==> src/include/clbst_pkg.sv <==
// ****************************************************************
// Constants
// ****************************************************************
`default_nettype none
package clbst_pkg;
   // Register byte offsets
   localparam logic [7:0] ADDR_NODE_A_BTR = 8'h00;
   localparam logic [7:0] ADDR_NODE_B_BTR = 8'h04;
   localparam logic [7:0] ADDR_STATUS = 8'h08;
   localparam logic [7:0] ADDR_OBJ_BASE = 8'h40;
   // Field positions
   localparam int LOOPBACK_SELECT_BIT = 15;
   localparam int OBJ_VALID_LSB = 0;
   localparam int OBJ_TRANSMIT_REQUEST_FLAG_BIT = 2;
   localparam int OBJ_SINGLE_TRY_BIT = 3;
   localparam int OBJ_SENT_BIT = 4;
   // Object valid field codes
   localparam logic [1:0] OBJ_INVALID = 2'h1;
   localparam logic [1:0] OBJ_VALID = 2'h2;
   // Reset values
   localparam logic [15:0] BTR_RESET = 16'h0000;
   localparam logic [1:0] OBJ_VALID_RESET = 2'h1;
   // Bus answer
   localparam logic [31:0] UNMAPPED_READ = 32'h0000_0000;
   typedef enum logic [1:0] {
      CLBST_IDLE = 2'b00,
      CLBST_ANSWER = 2'b01
   } clbst_bus_t;
endpackage
`default_nettype wire

==> src/hw/clbst_top.sv <==
// Added by the designer: the address map and register access over Avalon-MM.
`timescale 1ns/1ps
`default_nettype none
module clbst_top
   import clbst_pkg::*;
#(
   parameter int NUM_OBJ = 32
) (
   // Clock and reset
   input wire logic clk,
   input wire logic nrst,
   // Avalon-MM slave
   input wire logic [7:0] avs_address,
   input wire logic avs_read,
   input wire logic avs_write,
   input wire logic [31:0] avs_writedata,
   output logic [31:0] avs_readdata,
   output logic avs_waitrequest,
   // Protocol engine side
   input wire logic eng_a_tx,
   input wire logic eng_b_tx,
   output logic eng_a_rx,
   output logic eng_b_rx,
   input wire logic [$clog2(NUM_OBJ)-1:0] eng_obj_sel,
   input wire logic eng_a_start,
   input wire logic eng_b_start,
   input wire logic eng_done,
   output logic [NUM_OBJ-1:0] obj_tx_ready,
   // Transceiver pins
   input wire logic pin_a_rx,
   input wire logic pin_b_rx,
   output logic pin_a_tx,
   output logic pin_b_tx
);
   localparam int IW = $clog2(NUM_OBJ);

   // ****************************************************************
   // Registers
   // ****************************************************************
   logic [15:0] node_a_bit_timing_reg;
   logic [15:0] node_b_bit_timing_reg;
   logic [1:0] object_valid_field [NUM_OBJ];
   logic [NUM_OBJ-1:0] transmit_request_flag;
   logic [NUM_OBJ-1:0] single_try_enable;
   logic [NUM_OBJ-1:0] sent_once;
   clbst_bus_t bus_reg;
   logic loopback_reg;
   logic frame_start;
   logic wr_hit, rd_hit;
   logic obj_hit;
   logic [IW-1:0] obj_idx;

   assign frame_start = eng_a_start | eng_b_start;
   // Writes land at the edge where waitrequest is seen low
   assign wr_hit = avs_write && bus_reg == CLBST_ANSWER;
   assign rd_hit = avs_read && bus_reg == CLBST_IDLE;
   assign obj_hit = avs_address >= ADDR_OBJ_BASE &&
      avs_address < ADDR_OBJ_BASE + 8'(4 * NUM_OBJ);
   assign obj_idx = IW'((avs_address - ADDR_OBJ_BASE) >> 2);

   // ****************************************************************
   // Bus handshake: one wait cycle, answer on the second
   // ****************************************************************
   always_ff @(posedge clk or negedge nrst) begin
      if (!nrst) begin
         bus_reg <= CLBST_IDLE;
         avs_waitrequest <= 1'b1;
      end else begin
         case (bus_reg)
            CLBST_IDLE: begin
               if (avs_read || avs_write) begin
                  bus_reg <= CLBST_ANSWER;
                  avs_waitrequest <= 1'b0;
               end
            end
            CLBST_ANSWER: begin
               bus_reg <= CLBST_IDLE;
               avs_waitrequest <= 1'b1;
            end
            default: begin
               bus_reg <= CLBST_IDLE;
               avs_waitrequest <= 1'b1;
            end
         endcase
      end
   end

   always_ff @(posedge clk or negedge nrst) begin
      if (!nrst) begin
         avs_readdata <= UNMAPPED_READ;
      end else if (rd_hit) begin
         if (avs_address == ADDR_NODE_A_BTR) begin
            avs_readdata <= {16'h0000, node_a_bit_timing_reg};
         end else if (avs_address == ADDR_NODE_B_BTR) begin
            avs_readdata <= {16'h0000, node_b_bit_timing_reg};
         end else if (avs_address == ADDR_STATUS) begin
            avs_readdata <= {31'h0, loopback_reg};
         end else if (obj_hit) begin
            avs_readdata <= {27'h0, sent_once[obj_idx], single_try_enable[obj_idx],
               transmit_request_flag[obj_idx], object_valid_field[obj_idx]};
         end else begin
            avs_readdata <= UNMAPPED_READ;
         end
      end
   end

   always_ff @(posedge clk or negedge nrst) begin
      if (!nrst) begin
         node_a_bit_timing_reg <= BTR_RESET;
         node_b_bit_timing_reg <= BTR_RESET;
      end else if (wr_hit) begin
         if (avs_address == ADDR_NODE_A_BTR) begin
            node_a_bit_timing_reg <= avs_writedata[15:0];
         end
         if (avs_address == ADDR_NODE_B_BTR) begin
            node_b_bit_timing_reg <= avs_writedata[15:0];
         end
      end
   end

   // ****************************************************************
   // Message objects
   // ****************************************************************
   always_ff @(posedge clk or negedge nrst) begin
      if (!nrst) begin
         for (int i = 0; i < NUM_OBJ; i++) begin
            object_valid_field[i] <= OBJ_VALID_RESET;
         end
         transmit_request_flag <= '0;
         single_try_enable <= '0;
         sent_once <= '0;
      end else begin
         for (int i = 0; i < NUM_OBJ; i++) begin
            if (wr_hit && obj_hit && obj_idx == IW'(i)) begin
               if (avs_writedata[OBJ_VALID_LSB +: 2] == OBJ_VALID ||
                  avs_writedata[OBJ_VALID_LSB +: 2] == OBJ_INVALID) begin
                  object_valid_field[i] <= avs_writedata[OBJ_VALID_LSB +: 2];
               end
               transmit_request_flag[i] <= avs_writedata[OBJ_TRANSMIT_REQUEST_FLAG_BIT];
               single_try_enable[i] <= avs_writedata[OBJ_SINGLE_TRY_BIT];
               if (avs_writedata[OBJ_TRANSMIT_REQUEST_FLAG_BIT]) begin
                  sent_once[i] <= 1'b0;
               end
            end
            if (frame_start && eng_obj_sel == IW'(i) && obj_tx_ready[i]) begin
               // Single-try objects clear at frame start, hardware wins
               if (single_try_enable[i]) begin
                  transmit_request_flag[i] <= 1'b0;
                  sent_once[i] <= 1'b1;
               end
            end else if (eng_done && eng_obj_sel == IW'(i) &&
               !(wr_hit && obj_hit && obj_idx == IW'(i))) begin
               // Software set wins over a same-cycle done clear
               transmit_request_flag[i] <= 1'b0;
            end
         end
      end
   end

   always_ff @(posedge clk or negedge nrst) begin
      if (!nrst) begin
         obj_tx_ready <= '0;
      end else begin
         for (int i = 0; i < NUM_OBJ; i++) begin
            obj_tx_ready[i] <= transmit_request_flag[i] &&
               object_valid_field[i] == OBJ_VALID &&
               !(frame_start && eng_obj_sel == IW'(i) && single_try_enable[i]);
         end
      end
   end

   // ****************************************************************
   // Loop-back path
   // ****************************************************************
   // Both select bits needed
   always_ff @(posedge clk or negedge nrst) begin
      if (!nrst) begin
         loopback_reg <= 1'b0;
      end else begin
         loopback_reg <= node_a_bit_timing_reg[LOOPBACK_SELECT_BIT] &
            node_b_bit_timing_reg[LOOPBACK_SELECT_BIT];
      end
   end

   always_ff @(posedge clk or negedge nrst) begin
      if (!nrst) begin
         pin_a_tx <= 1'b1;
         pin_b_tx <= 1'b1;
         eng_a_rx <= 1'b1;
         eng_b_rx <= 1'b1;
      end else if (loopback_reg) begin
         pin_a_tx <= 1'b1;
         pin_b_tx <= 1'b1;
         eng_a_rx <= eng_a_tx & eng_b_tx;
         eng_b_rx <= eng_a_tx & eng_b_tx;
      end else begin
         pin_a_tx <= eng_a_tx;
         pin_b_tx <= eng_b_tx;
         eng_a_rx <= pin_a_rx;
         eng_b_rx <= pin_b_rx;
      end
   end
endmodule
`default_nettype wire

==> config.mk <==
export PLATFORM = sky130hd
export DESIGN_NAME = clbst_top
export DESIGN_NICKNAME = d
export VERILOG_FILES = /design/src/include/clbst_pkg.sv /design/src/hw/clbst_top.sv
export SDC_FILE = /design/constraint.sdc
export NUM_CORES = 1
export LEC_CHECK = 0
export ABC_CLOCK_PERIOD_IN_PS = 3600
export BUFFER_PORTS_ARGS = -buffer_cell sky130_fd_sc_hd__buf_2
export CAP_MARGIN = 10
export CORE_MARGIN = 1.5
export CORE_UTILIZATION = 55
export CTS_BUF_LIST = sky130_fd_sc_hd__clkbuf_8
export CTS_CLUSTER_DIAMETER = 150
export DETAILED_ROUTE_END_ITERATION = 8
export GPL_ROUTABILITY_DRIVEN = 0
export GPL_TIMING_DRIVEN = 0
export PLACE_DENSITY = 0.75
export SLEW_MARGIN = 10
export SYNTH_ARGS = -nofsm -noshare
export SYNTH_HDL_FRONTEND = slang
export SYNTH_SLANG_ARGS = --single-unit
==> constraint.sdc <==
create_clock -name clk -period 3.6 [get_ports clk]
set_input_delay 0.18 -clock clk [delete_from_list [all_inputs] [get_ports clk]]
set_output_delay 0.18 -clock clk [all_outputs]
set_load 0.02 [all_outputs]
==> metrics, run 1 <==
status finished, final reports clean; placed cells 1650; register bit total from synthesis 247; Syn Std Cell Area 0.0126 mm^2; CP Launch Type flop; Setup WS post-layout 1.31 ns; GRT Util Overall 0.353; Fin Hold WS 0.109 ns; number of CTS-inserted buffers 42; clk_lat worst skew 0.57 ns; clock buffer depth 3; Main synth FF type dfrtp_1; Final Non-Filler Cells 1746; Worst Max-Slew Pin Slew 1.24 ns; syn_area_per_cell 9.97 um^2; Core ar. 0.0225 mm^2; Die X 154 um; Cell Pwr Density 426 mW/mm^2; crit path DAT 2.70 ns; CP max FO 10; vias 11466; grt ovf 0; Clock Sinks 247; Port Buffers 88; IO Count 125; antenna-violating nets left 0; Unique masters post-synth 52; DR pass1 iterations 6; Final #Nets 1485; max reg flops 64; CP Class flop to flop; Seq/Total Area, Yosys 0.495; Antenna diodes 0; Final min period 2.29 ns; Root Buffer clkbuf_8; Initial Util 0.559; HP Class input port to flop; synth-to-layout area growth 15.1%; Post-synth EDFFs 0; DP Area 0.0135 mm^2; row cnt 55; Initial DRC Count 1499; ratio of cells with drive above 1 in the final layout 0.207; post-layout instance area 0.0145 mm^2; Setup WS pre-CTS 0.949 ns; setup TNS 0 ns; Setup violations, final 0; Slew Limit Fails 0; routed len/inst 23.8 um; VDD IR max 0.000282 V; Worst Skew 0.0204 ns; max_slew headroom 0.165; die height 154 um; maxcap violations 0; residual DRC count 0; R2R setup slack 1.31 ns; unrepaired setup endpoints after global routing false; Fin. Hold Viols 0; via/cell ratio 6.57; H-tree levels 2; synth warn 0; die footprint 0.0238 mm^2; P_leak 6.56 nW; period utilization 0.635; async set-reset flop share out of synthesis 1.00; cell taking the most area after synthesis dfrtp_1; placed wire-length estimate 28800 um; CTS tree done; pin count of the biggest net entering global routing 110; Post-Syn Instances 1260; top cell type's share of synthesized area 0.418; endpoint class of the critical path flop; first-pass GRT wire length 63700 um; initial antenna violation count 0; Worst-path clk slew 0.06 ns; CP Data Required Time 4.02 ns; top post-synthesis cells by area dfrtp_1, dfstp_2, nand2_1; Final Util 0.643; post-cts sizing count 0; DRT Wirelength 41500 um; fmax 0.438 GHz; total power 6.16 mW; Biggest register object_valid_field; vias in the first global route 11117
[cells by family (layout without fill, tap and decap cells)]
logic type,count (synthesis),count (layout),share of synthesized area
AO/OA/AOI/OAI,273,273,0.144
flip-flops,247,247,0.495
other,1,16,0.000298
adder cells (fa/ha/maj),1,1,0.000995
buffers and inverters,106,292,0.0461
multiplexers,94,94,0.120
AND/OR/NAND/NOR,538,538,0.193
[Yosys cell counts (9+ instances only)]
cell      instances
mux2i_1          12
inv_1             9
nor3_1           42
nand2_1         241
mux2_2           45
nand4_1          13
nor2b_1          11
a31oi_1          16
clkbuf_1         50
nand2b_1          9
a22o_1           46
and3_1           27
mux4_2           22
o21ai_0          76
o21bai_1         24
nor2_1           87
a221oi_1         15
nand3_1          78
buf_4            27
dfstp_2          37
a21oi_1          48
nand3b_1         10
mux4_1           12
a22oi_1          22
dfrtp_1         210
[layer usage]
layer  GRT usage  up-vias  routed length [um]
li1            -     4844                   -
met1       0.475     5530               15500
met2       0.532      902               18300
met3      0.0936      190                5380
met4       0.178        0                2220
met5           0        -                   0
[final timing paths]
check,startpoint,endpoint,depth (start not counted)
setup / recovery,bus_reg[0],object_valid_field[55],7
hold reg to reg,sent_once[5],sent_once[5],2
max in group asynchronous,nrst,object_valid_field[48],3
setup reg to reg,bus_reg[0],object_valid_field[55],7
min in group asynchronous,nrst,obj_tx_ready[3],2
hold / removal,avs_writedata[0],object_valid_field[9],2
[where the power goes]
| part | internal [mW] | total [mW] | switching (mW) | leakage (nW) |
|---|---|---|---|---|
| Combinational | 0.258 | 0.764 | 0.507 | 2.99 |
| Clock | 1.24 | 2.40 | 1.16 | 0.489 |
| Sequential | 2.90 | 2.99 | 0.0913 | 3.08 |
| Total | 4.40 | 6.16 | 1.76 | 6.56 |
[layout by cell type, fill, tap and decap left out, drive strengths merged, types with 22 or more instances in the layout]
cell | synthesis | routed
o21bai | 24 | 24
nand2 | 241 | 241
a21oi | 48 | 48
dfstp | 37 | 37
dfrtp | 210 | 210
o21ai | 76 | 76
nor2 | 88 | 88
and3 | 27 | 27
nor3 | 42 | 42
clkbuf | 50 | 99
buf | 47 | 137
nand3 | 78 | 78
inv | 9 | 34
mux4 | 37 | 37
a22oi | 22 | 22
a22o | 46 | 46
mux2 | 45 | 45
[area by class of cell]
class | instances | area [um^2]
plain buffers | 97 | 546
inverters | 9 | 33.8
well taps | 285 | 357
flip-flops and latches | 247 | 6230
multi-input cells | 922 | 5820
clock inverters | 28 | 119
fillers | 1831 | 8030
repair buffers | 109 | 696
clock buffers | 49 | 674
[repair_timing]
item                                   in CTS  in global routing
buffers inserted                            0                  0
hold buffers                               19                  0
endpoints found under the hold margin      97                  0
[worst max-delay path, cell delays in order, from the launching register on]
cell,delay [ns]
dfrtp_1,0.31
buf_2,0.20
nand4_1,0.19
clkbuf_1,0.31
nor2_1,0.60
nand2_1,0.23
o21ai_0,0.20
o21ai_0,0.11
(Power assumes the default switching activity.)
==> inputs of run 2 (changes only) <==
Settings changed: ABC_CLOCK_PERIOD_IN_PS 3600 to 1900, PLACE_DENSITY 0.75 to 0.78.
Clock period 3.6 ns to 1.9 ns, I/O delays scaled along.
==> metrics, run 2 (synthesized netlist as in run 1, its figures left out) <==
status complete, but fails checks; failing checks negative setup slack; routed len/inst 23.8 um (about the same); Fin Hold WS 0.0347 ns (-0.0745 ns); Initial DRC Count 1695 (+13%); Root Buffer clkbuf_8; GRT Util Overall 0.353 (-0.000577); initial antenna violation count 2 (+2); Worst Skew 0.0253 ns (+0.00495 ns); number of CTS-inserted buffers 42 (unchanged); row cnt 55 (unchanged); die footprint 0.0238 mm^2 (unchanged); Final min period 1.97 ns (-0.317 ns); HP Class input port to flop; maxcap violations 0 (unchanged); Initial Util 0.559 (unchanged); Core ar. 0.0225 mm^2 (unchanged); Worst Max-Slew Pin Slew 1.32 ns (+0.0797 ns); post-layout instance area 0.0148 mm^2 (+2.6%); antenna-violating nets left 0 (unchanged); endpoint class of the critical path flop; die height 154 um (unchanged); VDD IR max 0.000462 V (+64%); Crit path largest cell delay 0.55 ns (-0.05 ns); via/cell ratio 6.63 (+0.93%); placed wire-length estimate 28500 um (-0.84%); fmax 0.508 GHz (+16%); Worst-path clk slew 0.06 ns (about the same); H-tree levels 2 (unchanged); clk_lat worst skew 0.56 ns (about the same); total power 12.5 mW (+100%); CP max FO 4 (-6); DR pass1 iterations 8 (+2); Final #Nets 1489 (+0.27%); Biggest register object_valid_field; IO Count 125 (unchanged); P_leak 6.63 nW (+1.0%); CTS tree done; Port Buffers 88 (unchanged); crit path DAT 2.39 ns (-0.31 ns); Final Util 0.660 (+0.0168); first-pass GRT wire length 64000 um (+0.46%); CP Launch Type flop; Fin. Hold Viols 0 (unchanged); DP Area 0.0135 mm^2 (+0.10%); Die X 154 um (unchanged); synth-to-layout area growth 18.1%; pin count of the biggest net entering global routing 107 (-2.7%); grt ovf 0 (unchanged); crit path cell chain mux4_1 > mux2_2 > a221oi_1 > o31ai_2; CP Data Required Time 2.32 ns (-1.70 ns); max reg flops 64 (unchanged); Worst Path Buf+Inv 0 (-2); CP Class flop to flop; Clock Sinks 247 (unchanged); vias 11606 (+1.2%); Setup WS post-layout -0.0691 ns (-1.38 ns); vias in the first global route 11356 (+2.1%); Slowest-stage cell, CP mux4_1; Cell Pwr Density 839 mW/mm^2 (+97%); most frequent cells in the layout nand2_1, dfrtp_1, buf_2; largest delay contributor family on the critical path multiplexers; DRT Wirelength 41600 um (+0.25%); setup TNS -0.0693 ns (-0.0693 ns); Setup violations, final 2 (+2); unrepaired setup endpoints after global routing true; residual DRC count 0 (unchanged); clock buffer depth 3 (unchanged); Slew Limit Fails 0 (unchanged); commonest non-fill, non-tap cell in the layout nand2_1; Fillers 1709 (-6.7%); period utilization 1.04 (+0.401); ratio of cells with drive above 1 in the final layout 0.253 (+0.0459); max_slew headroom 0.111 (-0.0536)
==> run 2: routing by layer <==
layer | vias to the layer above | routed length (um) | GRT usage
li1 | 4859 | - | -
met3 | 239 | 5370 | 0.0955
met4 | 2 | 2830 | 0.207
met2 | 918 | 18000 | 0.531
met1 | 5588 | 15300 | 0.462
met5 | - | 12 | 0
==> run 2: layout make-up <==
type                       instances  area, um^2  share of cell area
clock inverter                    21         169              0.0114
sequential                       247        6230               0.419
antenna                            1        2.50            0.000169
tap                              285         357              0.0240
inverter                           9        33.8             0.00228
multi-input combinational        922        5990               0.403
buffer                            95         554              0.0373
clock buffer                      56         771              0.0519
timing repair buffer             115         746              0.0502
==> run 2: metrics by stage <==
stage | setup slack [ns] | instances
floorplan | 0.0429 | 1275
global placement | -3.66 | 1648
detailed placement | -0.611 | 1650
CTS | 0.00834 | 1747
global route | -0.0368 | 1750
finish | -0.0691 | 1751
==> run 2: what timing repair did <==
action,4_1_cts,5_1_grt
setup endpoints to repair,115,106
buffers inserted,1,3
cloned,0,0
hold buffers,21,0
hold endpoints to repair,175,0
pin swaps,1,3
resized for setup,15,48
==> run 2: worst reg2reg max path, delay by kind of cell, from the launching register on <==
family	cells	cell delay, ns
muxes	2	0.87
AOI/OAI and AO/OA	2	0.55
DFF	1	0.43
==> run 2: final timing paths <==
path | from | endpoint | slack [ns] | cells past startpoint
max | object_valid_field[35] | avs_readdata[1] | -0.07 | 4
min | avs_writedata[0] | object_valid_field[19] | 0.03 | 2
max reg2reg | object_valid_field[35] | avs_readdata[1] | -0.07 | 4
min reg2reg | sent_once[30] | sent_once[30] | 0.50 | 1
max in group asynchronous | nrst | object_valid_field[32] | 0.53 | 4
min in group asynchronous | nrst | sent_once[2] | 0.06 | 2
==> run 2: power by group <==
| group | leakage (nW) | internal [mW] | total [mW] | switching [mW] |
|---|---|---|---|---|
| logic | 3.02 | 0.502 | 1.49 | 0.991 |
| clock network | 0.527 | 3.05 | 5.29 | 2.24 |
| registers | 3.08 | 5.50 | 5.68 | 0.182 |
